### config.mk
export PLATFORM = sky130hd
export DESIGN_NAME = rbt_transceiver
export DESIGN_NICKNAME = d
export VERILOG_FILES = /design/src/rbt_pkg.sv /design/src/rbt_transceiver.sv
export SDC_FILE = /design/constraint.sdc
export NUM_CORES = 1
export LEC_CHECK = 0
export ABC_CLOCK_PERIOD_IN_PS = 2500
export BUFFER_PORTS_ARGS = -buffer_cell sky130_fd_sc_hd__buf_2
export CAP_MARGIN = 10
export CORE_AREA = 2 2 170 172
export DETAILED_ROUTE_END_ITERATION = 8
export DIE_AREA = 0 0 172 174
export PLACE_DENSITY = 0.69
export SLEW_MARGIN = 20
export SYNTH_ARGS = -nofsm -noshare
export SYNTH_HDL_FRONTEND = slang
export SYNTH_SLANG_ARGS = --single-unit
### constraint.sdc
create_clock -name core_clk -period 2.5 [get_ports core_clk]
set_clock_uncertainty 0.15 [all_clocks]
set_input_delay 0.5 -clock core_clk [delete_from_list [all_inputs] [get_ports core_clk]]
set_output_delay 0.5 -clock core_clk [all_outputs]
set_load 0.005 [all_outputs]
### src/rbt_pkg.sv
// shared constants and carriers for the registered bus transceiver
package rbt_pkg;

	// geometry: two independent halves of eight bits each
	localparam int HALVES   = 2;
	localparam int HALF_W   = 8;
	localparam int SNAP_W   = 2 * HALVES * HALF_W;   // both stored registers of every half

	// wishbone geometry
	localparam int WB_ADR_W = 4;                     // byte address, word aligned
	localparam int WB_DAT_W = 32;
	localparam int WB_SEL_W = 4;

	// register byte offsets
	localparam logic [WB_ADR_W-1:0] ADR_CTRL   = 4'h0;   // control, read/write
	localparam logic [WB_ADR_W-1:0] ADR_STORED = 4'h4;   // stored register contents, read only
	localparam logic [WB_ADR_W-1:0] ADR_STATUS = 4'h8;   // status, overflow is write one to clear

	// field positions and reset values
	localparam int CTRL_ALLOW_BIT = 0;                   // 1 lets the pin enables drive the buses
	localparam int STAT_OVF_BIT   = 0;                   // snapshot buffer overflow, sticky
	localparam int STAT_CTL_LSB   = 8;                   // filtered control pins of all halves
	localparam logic CTRL_ALLOW_RST = 1'b1;

	// control pins of one half
	typedef struct packed {
		logic a_register_capture_clock;
		logic b_register_capture_clock;
		logic a_to_b_drive_enable;
		logic b_to_a_drive_enable_n;
		logic a_to_b_source_select;
		logic b_to_a_source_select;
	} rbt_ctl_s;

	// idle controls: no clocks, neither bus driven
	localparam rbt_ctl_s CTL_IDLE = 6'h04;
	localparam int CTL_W = $bits(rbt_ctl_s) * HALVES;

	// everything sampled from the pins
	typedef struct packed {
		rbt_ctl_s [HALVES-1:0]              ctl;
		logic [HALVES-1:0][HALF_W-1:0]      a;
		logic [HALVES-1:0][HALF_W-1:0]      b;
	} rbt_pins_s;

	localparam rbt_pins_s PINS_RST = '{ctl: {HALVES{CTL_IDLE}}, a: '0, b: '0};

	// drive side of both buses, per bit value and enable
	typedef struct packed {
		logic [HALVES-1:0][HALF_W-1:0]      a_out;
		logic [HALVES-1:0][HALF_W-1:0]      a_oe;
		logic [HALVES-1:0][HALF_W-1:0]      b_out;
		logic [HALVES-1:0][HALF_W-1:0]      b_oe;
	} rbt_drive_s;

	// whole state of the transceiver
	typedef struct packed {
		rbt_pins_s                          s1;
		rbt_pins_s                          s2;
		rbt_pins_s                          s3;
		rbt_pins_s                          filt;
		logic [HALVES-1:0][HALF_W-1:0]      reg_a;
		logic [HALVES-1:0][HALF_W-1:0]      reg_b;
		rbt_drive_s                         drv;
		logic                               allow;
		logic                               ovf;
		logic                               ack;
		logic [WB_DAT_W-1:0]                dat;
		logic [SNAP_W-1:0]                  buf0;
		logic [SNAP_W-1:0]                  buf1;
		logic                               v0;
		logic                               v1;
		logic                               fill_rdy;
	} rbt_state_s;

endpackage

### src/rbt_transceiver.sv
// The placing of the registers and the Wishbone register port are this design's own decisions.
module rbt_transceiver
	import rbt_pkg::*;
(
	input  wire logic                          core_clk,
	input  wire logic                          nrst,
	// bus control pins, one group per half
	input  wire rbt_ctl_s [HALVES-1:0]         bus_ctl,
	// two-way data pins, split into input, output and enable
	input  wire logic [HALVES-1:0][HALF_W-1:0] bus_a_in,
	output logic [HALVES-1:0][HALF_W-1:0]      bus_a_out,
	output logic [HALVES-1:0][HALF_W-1:0]      bus_a_oe,
	input  wire logic [HALVES-1:0][HALF_W-1:0] bus_b_in,
	output logic [HALVES-1:0][HALF_W-1:0]      bus_b_out,
	output logic [HALVES-1:0][HALF_W-1:0]      bus_b_oe,
	// snapshot stream of stored registers
	output logic [SNAP_W-1:0]                  snap_data,
	output logic                               snap_valid,
	input  wire logic                          snap_ready,
	output logic                               snap_fill_ready,
	// classic wishbone slave
	input  wire logic                          wb_cyc_i,
	input  wire logic                          wb_stb_i,
	input  wire logic                          wb_we_i,
	input  wire logic [WB_ADR_W-1:0]           wb_adr_i,
	input  wire logic [WB_SEL_W-1:0]           wb_sel_i,
	input  wire logic [WB_DAT_W-1:0]           wb_dat_i,
	output logic [WB_DAT_W-1:0]                wb_dat_o,
	output logic                               wb_ack_o
);

	rbt_state_s st_q;       // all registered state
	rbt_state_s st_d;       // its next value
	rbt_pins_s  pins_now;   // raw pin levels, not yet synchronised

	// gather the pins into one carrier for the synchroniser
	assign pins_now = '{ctl: bus_ctl, a: bus_a_in, b: bus_b_in};

	// a bit follows its pin only when stages two and three agree
	function automatic rbt_pins_s agree(rbt_pins_s s2, rbt_pins_s s3, rbt_pins_s f);
		agree = rbt_pins_s'((s2 & s3) | (f & (s2 ^ s3)));
	endfunction

	// packs both stored registers of every half into one word
	function automatic logic [SNAP_W-1:0] stored_word(
		logic [HALVES-1:0][HALF_W-1:0] ra,
		logic [HALVES-1:0][HALF_W-1:0] rb
	);
		stored_word = '0;
		for (int h = 0; h < HALVES; h++)
		begin
			stored_word[(2*h)*HALF_W +: HALF_W]   = ra[h];
			stored_word[(2*h+1)*HALF_W +: HALF_W] = rb[h];
		end
	endfunction

	// next-state logic for the whole block
	always_comb
	begin
		logic                  wb_hit;    // request taken this cycle
		logic                  push;      // a capture happened somewhere
		logic                  a_rise;    // capture clock edge seen, A register
		logic                  b_rise;    // capture clock edge seen, B register
		rbt_ctl_s              c;         // filtered controls of the half
		logic                  drv_b;     // B bus driven by this half
		logic                  drv_a;     // A bus driven by this half
		logic [SNAP_W-1:0]     snap;      // snapshot after this cycle's captures
		wb_hit = 1'b0;
		push   = 1'b0;
		a_rise = 1'b0;
		b_rise = 1'b0;
		c      = CTL_IDLE;
		drv_b  = 1'b0;
		drv_a  = 1'b0;
		snap   = '0;
		st_d   = st_q;

		// three-stage synchroniser; stage one feeds stage two only
		st_d.s1   = pins_now;
		st_d.s2   = st_q.s1;
		st_d.s3   = st_q.s2;
		st_d.filt = agree(st_q.s2, st_q.s3, st_q.filt);

		// halves share only the global drive allow and the combined capture push into the snapshot buffer
		for (int h = 0; h < HALVES; h++)
		begin
			c = st_q.filt.ctl[h];
			// edges taken from the filtered clock, data from the cycle before the edge
			a_rise = st_d.filt.ctl[h].a_register_capture_clock & ~c.a_register_capture_clock;
			b_rise = st_d.filt.ctl[h].b_register_capture_clock & ~c.b_register_capture_clock;
			// capture ignores selects and enables entirely
			if (a_rise)
			begin
				st_d.reg_a[h] = st_q.filt.a[h];
			end
			if (b_rise)
			begin
				st_d.reg_b[h] = st_q.filt.b[h];
			end
			// no edge: the register is simply not written, so it holds
			push = push | a_rise | b_rise;

			// enables: B side is active high, A side is active low
			drv_b = st_q.allow & c.a_to_b_drive_enable;
			drv_a = st_q.allow & ~c.b_to_a_drive_enable_n;
			st_d.drv.b_oe[h] = {HALF_W{drv_b}};
			st_d.drv.a_oe[h] = {HALF_W{drv_a}};

			// source selects: low passes live bus, high the stored register
			if (c.a_to_b_source_select)
			begin
				st_d.drv.b_out[h] = st_q.reg_a[h];
			end
			else
			begin
				// live A copied back onto B; with A live too, each bus gets the other's last value
				st_d.drv.b_out[h] = st_q.filt.a[h];
			end
			if (c.b_to_a_source_select)
			begin
				st_d.drv.a_out[h] = st_q.reg_b[h];
			end
			else
			begin
				st_d.drv.a_out[h] = st_q.filt.b[h];
			end
		end

		// wishbone: one ack per request, dropped the cycle after
		wb_hit   = wb_cyc_i & wb_stb_i & ~st_q.ack;
		st_d.ack = wb_hit;
		st_d.dat = '0;
		if (wb_hit)
		begin
			case (wb_adr_i)
				ADR_CTRL:
				begin
					st_d.dat[CTRL_ALLOW_BIT] = st_q.allow;
					if (wb_we_i && wb_sel_i[0])
					begin
						st_d.allow = wb_dat_i[CTRL_ALLOW_BIT];
					end
				end
				ADR_STORED:
				begin
					// read only, writes ignored
					st_d.dat = stored_word(st_q.reg_a, st_q.reg_b);
				end
				ADR_STATUS:
				begin
					st_d.dat[STAT_OVF_BIT] = st_q.ovf;
					st_d.dat[STAT_CTL_LSB +: CTL_W] = st_q.filt.ctl;
					// write one clears; a capture into a full buffer this cycle sets again below
					if (wb_we_i && wb_sel_i[0] && wb_dat_i[STAT_OVF_BIT])
					begin
						st_d.ovf = 1'b0;
					end
				end
				default:
				begin
					// unmapped: acked, reads zero, writes dropped
					st_d.dat = '0;
				end
			endcase
		end

		// two-entry buffer: pop first so a full buffer frees a slot this cycle
		if (st_q.v0 && snap_ready)
		begin
			st_d.buf0 = st_q.buf1;
			st_d.v0   = st_q.v1;
			st_d.v1   = 1'b0;
		end
		// pin clocks cannot be stalled, so a push into a full buffer is flagged
		snap = stored_word(st_d.reg_a, st_d.reg_b);
		if (push)
		begin
			if (!st_d.v0)
			begin
				st_d.buf0 = snap;
				st_d.v0   = 1'b1;
			end
			else if (!st_d.v1)
			begin
				st_d.buf1 = snap;
				st_d.v1   = 1'b1;
			end
			else
			begin
				st_d.ovf = 1'b1;
			end
		end
		// ready toward the capturing side: a slot is still free
		st_d.fill_rdy = ~st_d.v1;
	end

	// one register stage for all state
	always_ff @(posedge core_clk or negedge nrst)
	begin
		if (!nrst)
		begin
			st_q       <= '0;
			st_q.s1    <= PINS_RST;
			st_q.s2    <= PINS_RST;
			st_q.s3    <= PINS_RST;
			st_q.filt  <= PINS_RST;
			st_q.allow <= CTRL_ALLOW_RST;
			st_q.fill_rdy <= 1'b1;
		end
		else
		begin
			st_q <= st_d;
		end
	end

	// outputs straight from the state flops
	assign bus_a_out       = st_q.drv.a_out;
	assign bus_a_oe        = st_q.drv.a_oe;
	assign bus_b_out       = st_q.drv.b_out;
	assign bus_b_oe        = st_q.drv.b_oe;
	assign snap_data       = st_q.buf0;
	assign snap_valid      = st_q.v0;
	assign snap_fill_ready = st_q.fill_rdy;
	assign wb_dat_o        = st_q.dat;
	assign wb_ack_o        = st_q.ack;

	// helper views of halves zero and one for the checks below
	rbt_ctl_s f0;   // filtered controls, half zero
	assign f0 = st_q.filt.ctl[0];
	rbt_ctl_s f1;   // filtered controls, half one
	assign f1 = st_q.filt.ctl[1];
endmodule // rbt_transceiver

### After elaboration in Yosys (flattened, before gate mapping)

Index checks and enable logic that the tools add are counted.

| storage, ports and cells | value |
|---|---|
| bits in registers | 346 |
| latch bits | 0 |
| bits in writable memories | 0 |
| memory bits (read-only) | 0 |
| input port bits | 90 |
| output and inout port bits | 131 |
| word-level logic and storage cells | 145 |
| memories kept | 0 |

| cells by class | value |
|---|---|
| $add $sub $neg | 0 |
| multiply operators | 0 |
| div/mod/pow operators | 0 |
| magnitude comparators | 0 |
| equality and inequality tests | 2 |
| shifts and indexed selects | 0 |
| multiplexer cells | 26 |
| bitwise logic cells | 26 |
| reductions and logical operators | 6 |

Operators with widths:

| cell | count |
|---|---|
| $mux W32 | 5 |
| $and A44 B44 Y44 | 2 |
| $mux W66 | 1 |
| $mux W8 | 8 |
| $or A44 B44 Y44 | 1 |
| $xor A44 B44 Y44 | 1 |
| $pmux W12 S2 | 1 |
| $mux W12 | 1 |
| $and A1 B1 Y1 | 10 |
| $not A1 Y1 | 9 |
| $mux W1 | 7 |
| $mux W7 | 1 |
| $reduce_and A3 Y1 | 2 |
| $eq A4 B3 Y1 const B | 1 |
| $eq A4 B4 Y1 const B | 1 |
| $logic_not A4 Y1 | 1 |
| $logic_and A1 B1 Y1 | 3 |
| $or A1 B1 Y1 | 3 |
| $pmux W1 S3 | 1 |
| $mux W2 | 1 |

### Depth between registers and ports, before layout

Gate-level depths: netlist (run 1).

| depth | value |
|---|---|
| depth after elaboration | 9 |
| depth in mapped cells | 7 |

### Worst setup path before layout (run 1)

OpenSTA, ideal clock, no wires.

| timing path | value |
|---|---|
| path type | reg-to-reg |
| from | register st_q (netlist bit st_d[278]) |
| to | register st_q[10] (netlist bit) |
| setup time | 0.125 ns |
| arrival time | 1.781 ns |
| required time | 2.225 ns |
| setup slack | 0.444 ns |
| cell stages (with the launch flop) | 8 |
| path buffers | 2 |
| period minus slack after synthesis | 2.056 ns |
| cell sequence | dfrtp_1 ha_1 nand2b_1 buf_6 and4_4 a211oi_4 buf_12 mux2_4 |

| between the ends | value |
|---|---|
| cells in the longest elaborated chain, start to end | 8 |

RTL lines:

| item | RTL line | RTL |
|---|---|---|
| start, declared | rbt_transceiver.sv:32 | `rbt_state_s st_q;` |
| start signal, assigned | rbt_transceiver.sv:212 | `st_q <= st_d;` |
| $xor A44 B44 Y44 | rbt_transceiver.sv:41 | `agree = rbt_pins_s'((s2 & s3) \| (f & (s2 ^ s3)));` |
| $and A44 B44 Y44 | rbt_transceiver.sv:41 |  |
| $or A44 B44 Y44 * | rbt_transceiver.sv:41 |  |
| $and A1 B1 Y1 * | rbt_transceiver.sv:90 | `b_rise = st_d.filt.ctl[h].b_register_capture_clock & ~c.b_register_capture_clock;` |
| $or A1 B1 Y1 * (3 in a row) | rbt_transceiver.sv:101 | `push = push \| a_rise \| b_rise;` |
| $reduce_and A3 Y1 (no source line) * | - |  |

Mark *: on every way between the ends. The rest lies on a longest branch, timed or not.
A chain may end at the register's enable or synchronous reset.

### Final worst setup path (run 1)

| timing path | value |
|---|---|
| from | register st_q (netlist bit st_d[278]) |
| to | register st_q[3] (netlist bit) |

The elaborated chain is that of the path after synthesis.

==> impl_metrics.py, run 1 <==
metrics = {
    "job": {
        "max_cap_viol_count": 0,
    },
    "cells_and_area": {
        "areaGrowthSynthToFinish_pct": 18.1,
        "layoutNonFillerInstCount": 1382,
        "nets": 1107,
        "antenna_cells": 0,
        "fin_area_um2": 15400,
        "multi_input_area_um2": 3280,
        "drive_gt1_share_pct": 45.6,
        "register_area_um2": 8670,
        "n_fill_cell": 2319,
    },
    "routing": {
        "avgViaCountPerCell": 4.66,
        "wl_per_cell_um": 17.1,
        "drt-pass1-iter-count": 4,
        "drtAntennaViolNets": 0,
        "drt_iter0_drc": 290,
        "drt_wl_total_um": 23600,
        "num_vias": 6442,
        "drc": 0,
    },
    "sta": {
        "worstMarginPinSlew_ns": 0.623,
        "fmax_mhz": 471,
        "finalHoldViolations": 0,
        "finalCritPeriodShare_pct": 84.9,
        "layout_setup_ws_ns": 0.378,
        "min_period_ns": 2.12,
        "setup_tns_ns": 0,
        "rsz0062_at_grt": "no",
        "final_max_slew_viol_count": 0,
        "whs_ns": 0.115,
        "max-slew-margin-rel_pct": 58.4,
        "setup_viol": 0,
    },
    "clock_tree": {
        "cts.clk_slew.worst_paths_ns": 0.06,
        "cts_tree": "done",
        "cts-root-buf": "clkbuf_16",
        "cts_made_buffers": 36,
        "cts_max_path_buffers": 3,
        "clkLatencyLatePin_ns": 0.50,
        "clock_sinks": 346,
        "h-tree-depth": 2,
        "cts_resized": 0,
    },
    "setup_path": {
        "reg2regPathDepth": 6,
        "crit_path_end_kind": "flop",
        "reg2reg_from": "st_d[278]$_DFF_PN0_",
        "cp_cell_sequence": "ha_1, nand2b_1, and4_4, a211oi_4, buf_4, mux2_2",
        "regToRegEndpoint": "st_q[3]$_DFFE_PN0P_",
        "path_delay_family": "simple AND/OR/NAND/NOR gates",
        "crit_type": "flop to flop",
        "critPathSlowestCell": "mux2_2",
        "path_max_fanout": 10,
        "critPathRequiredTime_ns": 2.73,
        "reg2reg_slack_ns": 0.38,
        "cp_num_buf_inv": 1,
        "worst_setup_path_start_kind": "flop",
        "cp_data_arrival_time_ns": 2.35,
        "critPathMaxStageDelay_ns": 0.35,
    },
    "grt": {
        "grt_overflow_total": 0,
        "first_global_vias": 6773,
        "antenna_found_initial": 0,
        "grt_max_degree": 71,
        "grt_pass1_wl_um": 37200,
        "track_usage_pct": 16.1,
    },
    "power": {
        "p_leak_nw": 7.78,
        "power.density_nw_per_um2": 1000,
        "max-vdd-ir-drop_uv": 488,
    },
    "place": {
        "gp_congestion": 0.702,
        "post-place-cells": 1274,
        "dp_hpwl_um": 15400,
        "port_buffers": 186,
        "dp_slack_ns": 0.378,
        "place_area_um2": 13700,
    },
    "hold_path": {
        "hp-start": "wb_dat_i[0]",
        "min_path_type": "input pin to flop",
        "hold_depth": 2,
        "min_to": "st_q[101]$_DFFE_PN1P_",
    },
    "yosys": {
        "yosys_warnings": 0,
        "synth_commonest_cells": "dfrtp_1, mux2_2, buf_4, a21o_1, ha_1",
        "synth.avg_cell_area_um2": 15.9,
        "synth.most_common_cell": "dfrtp_1",
        "netlist_instances": 822,
        "yosysUniqueCellTypes": 31,
        "yosysTopAreaCell": "dfrtp_1",
        "yosys-top-cells-area": "dfrtp_1, mux2_2, buf_4",
        "synth_edf_count": 0,
        "yosysSeqAreaShare_pct": 66.4,
        "netlist_area_um2": 13100,
        "synth_top_area_share_pct": 64.4,
        "async_flop_share_pct": 100,
        "ys_ff_latch": 346,
        "dominantRegCellSynth": "dfrtp_1",
        "synthesis.nets": 956,
    },
    "floorplan": {
        "die_height_um": 174,
        "die_area_um2": 29900,
        "placementRows": 62,
        "io_pins": 221,
        "die_width_um": 172,
        "coreArea_um2": 28200,
        "start_util_pct": 46.3,
    },
    "status": {
        "status": "finished, final reports clean",
    },
}
## worst register-to-register path, stage by stage, from the launching register on
cell and delay [ns]:
dfrtp_1 0.34, ha_1 0.17, nand2b_1 0.16, and4_4 0.27
a211oi_4 0.27, buf_4 0.29, mux2_2 0.35
## cell type report
cell class	instances	area share [%]
inverter	2	0.0487
timing repair buffer	265	11.3
multi-input combinational	322	21.2
tap	384	3.11
clock inverter	14	1.48
sequential	346	56.2
clock buffer	49	6.62
## cell families (layout without fill, tap and decap cells)
logic type                 count (synthesis)  after routing  synth area share [%]
AOI/OAI and AO/OA                         62             62                  3.65
adders and majority gates                 44             44                  4.21
buffers and inverters                    154            330                  8.66
DFF                                      346            346                  66.4
muxes                                    162            162                  14.8
and+or+nand+nor                           54             54                  2.29
## sequential cells by signal, indices dropped and copies added (netlist names), 2 cells and up
name and count:
wb_dat_o 32, st_d 88, f0 6, bus_a_out 16, snap_data 32, bus_b_out 16
bus_b_oe 2, st_q 143, bus_a_oe 2, f1 6
## timing repair
action	4_1_cts	5_1_grt
buffers inserted	0	0
endpoints found under the hold margin	97	0
hold buffers	45	0
## stage by stage
step | utilization [%] | power (W)
2_1_floorplan | - | 0.00939
3_3_place_gp | 48.6 | 0.00987
3_5_place_dp | 48.6 | 0.00997
4_1_cts | 54.6 | 0.0157
5_1_grt | 54.6 | 0.0162
6_report | 54.6 | 0.0155
## layer usage
layer  share of wire [%]  vias up  track usage (%)
met3                 4.2       37             3.16
met5                   0        -                0
met2                  49      134             26.4
met4                 2.0        0             4.24
li1                    -     2991                -
met1                  45     3280             22.0
## worst max-delay path by stage
| stage | end | slack [ns] | cells after the start | start |
|---|---|---|---|---|
| after detailed placement | st_q[3]$_DFFE_PN0P_ | 0.38 | 6 | st_d[278]$_DFF_PN0_ |
| after global routing | st_q[3]$_DFFE_PN0P_ | 0.29 | 6 | st_d[278]$_DFF_PN0_ |
| final | st_q[3]$_DFFE_PN0P_ | 0.38 | 6 | st_d[278]$_DFF_PN0_ |
| after global placement | st_q[3]$_DFFE_PN0P_ | 0.40 | 6 | st_d[278]$_DFF_PN0_ |
| after CTS | st_q[3]$_DFFE_PN0P_ | 0.35 | 6 | st_d[278]$_DFF_PN0_ |
| after floorplan | st_q[10]$_DFFE_PN0P_ | 0.44 | 7 | st_d[278]$_DFF_PN0_ |
## layout by cell type, fill, tap and decap left out, types with 8 or more instances in the layout
master	count
nor2_1	15
mux2_4	30
buf_2	185
and3_1	19
a21o_1	44
buf_12	8
dlygate4sd3_1	45
ha_1	44
clkbuf_16	37
buf_4	26
mux2_2	132
dfrtp_1	336
a22oi_1	13
dfstp_2	10
## report_power, final
part | internal, W | switching (W) | total, W | leakage [nW]
clock network | 0.00348 | 0.00210 | 0.00558 | 0.609
registers | 0.00660 | 0.000560 | 0.00716 | 4.20
logic | 0.00166 | 0.00105 | 0.00271 | 2.97
total | 0.0117 | 0.00371 | 0.0155 | 7.78
No activity file was read; power rests on OpenSTA's default activity.
==> inputs of run 2 (changes only) <==
ABC_CLOCK_PERIOD_IN_PS = 1890   (was 2500)
PLACE_DENSITY = 0.72   (was 0.69)
clock period = 1.89 ns   (was 2.5 ns; I/O delays follow)
==> run 2 against run 1 <==
  * The flow now finishes with violations (negative setup slack)
  * Global-route usage rose by 0.66 points
  * Utilization rose by 0.73 points
  * Final area rose by 1.3%
  * Worst hold slack improved by 0.074 ns
  * Die area did not move
  * First-iteration DRC count fell by 7.6%
  * Via count rose by 2.2%
  * Cell count rose by 1.1%
  * Critical endpoint is now st_q[23]$_DFFE_PN0P_
  * Largest cell class unchanged
  * Highest routed layer unchanged
==> impl_metrics.py, run 2 (synthesized netlist as in run 1, its figures left out) <==
metrics = {
    "floorplan": {
        "die_height_um": 174,
        "placementRows": 62,
        "die_width_um": 172,
        "start_util_pct": 46.3,
        "io_pins": 221,
        "die_area_um2": 29900,
        "coreArea_um2": 28200,
    },
    "place": {
        "gp_congestion": 0.726,
        "dp_hpwl_um": 15600,
        "port_buffers": 186,
    },
    "grt": {
        "first_global_vias": 7006,
        "grt_pass1_wl_um": 38900,
        "grt_max_degree": 47,
        "grt_overflow_total": 0,
        "antenna_found_initial": 0,
        "track_usage_pct": 16.8,
    },
    "cells_and_area": {
        "antenna_cells": 0,
        "largest_register_ffs": 143,
        "n_fill_cell": 2274,
        "areaGrowthSynthToFinish_pct": 19.7,
        "nets": 1123,
        "drive_gt1_share_pct": 46.9,
        "max_flop_register": "st_q",
        "multi_input_area_um2": 3360,
        "layout_commonest_cell": "dfrtp_1",
        "mostFrequentLayoutCells": "dfrtp_1, buf_2, mux2_2",
        "register_area_um2": 8670,
        "utilization_pct": 55.4,
    },
    "routing": {
        "drc": 0,
        "drtAntennaViolNets": 0,
        "num_vias": 6584,
        "drt-pass1-iter-count": 4,
        "drt_wl_total_um": 24000,
        "drt_iter0_drc": 268,
        "wl_per_cell_um": 17.2,
        "avgViaCountPerCell": 4.71,
    },
    "sta": {
        "rsz0062_at_grt": "yes",
        "max-slew-margin-rel_pct": 59.5,
        "worstMarginPinSlew_ns": 0.607,
        "fmax_mhz": 520,
        "setup_viol": 17,
        "finalCritPeriodShare_pct": 102,
        "finalHoldViolations": 0,
        "setup_tns_ns": -0.312,
        "min_period_ns": 1.92,
        "final_max_slew_viol_count": 0,
        "layout_setup_ws_ns": -0.0324,
    },
    "clock_tree": {
        "clkLatencyLatePin_ns": 0.50,
        "h-tree-depth": 2,
        "cts.clk_slew.worst_paths_ns": 0.06,
        "clock_sinks": 346,
        "cts_max_path_buffers": 3,
        "cts-root-buf": "clkbuf_16",
        "cts_tree": "done",
        "cts_made_buffers": 37,
    },
    "power": {
        "p_total_w": 0.0203,
        "max-vdd-ir-drop_uv": 875,
        "p_leak_nw": 7.88,
        "power.density_nw_per_um2": 1300,
    },
    "setup_path": {
        "reg2reg_from": "st_d[279]$_DFF_PN0_",
        "critical_path.endpoint": "st_q[23]$_DFFE_PN0P_",
        "regToRegEndpoint": "st_q[23]$_DFFE_PN0P_",
        "cp_data_arrival_time_ns": 2.15,
        "path_max_fanout": 8,
        "reg2regPathDepth": 7,
        "critPathLaunch": "st_d[279]$_DFF_PN0_",
        "worst_setup_path_start_kind": "flop",
        "reg2reg_slack_ns": -0.03,
        "crit_type": "flop to flop",
        "crit_path_end_kind": "flop",
        "critPathRequiredTime_ns": 2.12,
    },
    "status": {
        "status": "finished, violations left",
        "violations": "negative setup slack",
    },
    "job": {
        "max_cap_viol_count": 0,
    },
    "hold_path": {
        "min_path_type": "input pin to flop",
    },
}
run 2: cell type report:
cell class | count | area share, %
Sequential cell | 346 | 55.5
Clock buffer | 52 | 6.67
Clock inverter | 11 | 0.872
Timing Repair Buffer | 280 | 12.4
Multi-Input combinational cell | 322 | 21.5
Inverter | 2 | 0.0480
Tap cell | 384 | 3.07
run 2: repair_timing:
item	4_1_cts	5_1_grt
resized for setup	16	1
hold endpoints to repair	80	0
hold buffers	46	0
setup endpoints to repair	52	42
setup buffers	4	0
run 2: per-layer routing:
layer | vias to the layer above | wire length (um) | global-route usage, %
met5 | - | 0 | 0
met4 | 0 | 504 | 4.38
met3 | 40 | 1060 | 3.16
met2 | 145 | 11600 | 27.4
met1 | 3375 | 10800 | 23.1
li1 | 3024 | - | -
run 2: worst min-delay path by stage:
stage,startpoint,endpoint,slack (ns),depth (start not counted)
after floorplan,nrst,bus_a_oe[0]$_DFF_PN0_,-0.07,0
after global placement,nrst,st_q[188]$_DFF_PN0_,0.18,1
after detailed placement,nrst,st_q[188]$_DFF_PN0_,0.18,1
after CTS,wb_sel_i[0],st_q[100]$_DFF_PN0_,0.16,5
after global routing,st_d[287]$_DFF_PN0_,st_d[243]$_DFF_PN0_,0.20,0
final,wb_sel_i[0],st_q[100]$_DFF_PN0_,0.19,5
run 2: worst max-delay path, stage by stage (launching register included):
cell      delay, ns
dfrtp_1        0.38
ha_4           0.17
nand2b_4       0.06
and4_4         0.19
a211oi_4       0.23
buf_6          0.18
buf_12         0.14
mux2_4         0.30
run 2: power breakdown:
part	total (W)	leakage, nW	switching (W)	internal [W]
combinational	0.00381	3.09	0.00146	0.00235
clock	0.00698	0.580	0.00274	0.00424
sequential	0.00949	4.20	0.000758	0.00873
total	0.0203	7.88	0.00495	0.0153
run 2: metrics by stage:
stage	hold slack, ns	setup WS [ns]	std cells	instance area (um2)
3_3_place_gp	0.179	-0.0700	1284	13900
2_1_floorplan	-0.0676	-0.116	822	13100
6_report	0.189	-0.0324	1397	15600
3_5_place_dp	0.183	-0.127	1284	13900
5_1_grt	0.199	-0.0876	1397	15600
4_1_cts	0.156	-0.0263	1397	15600
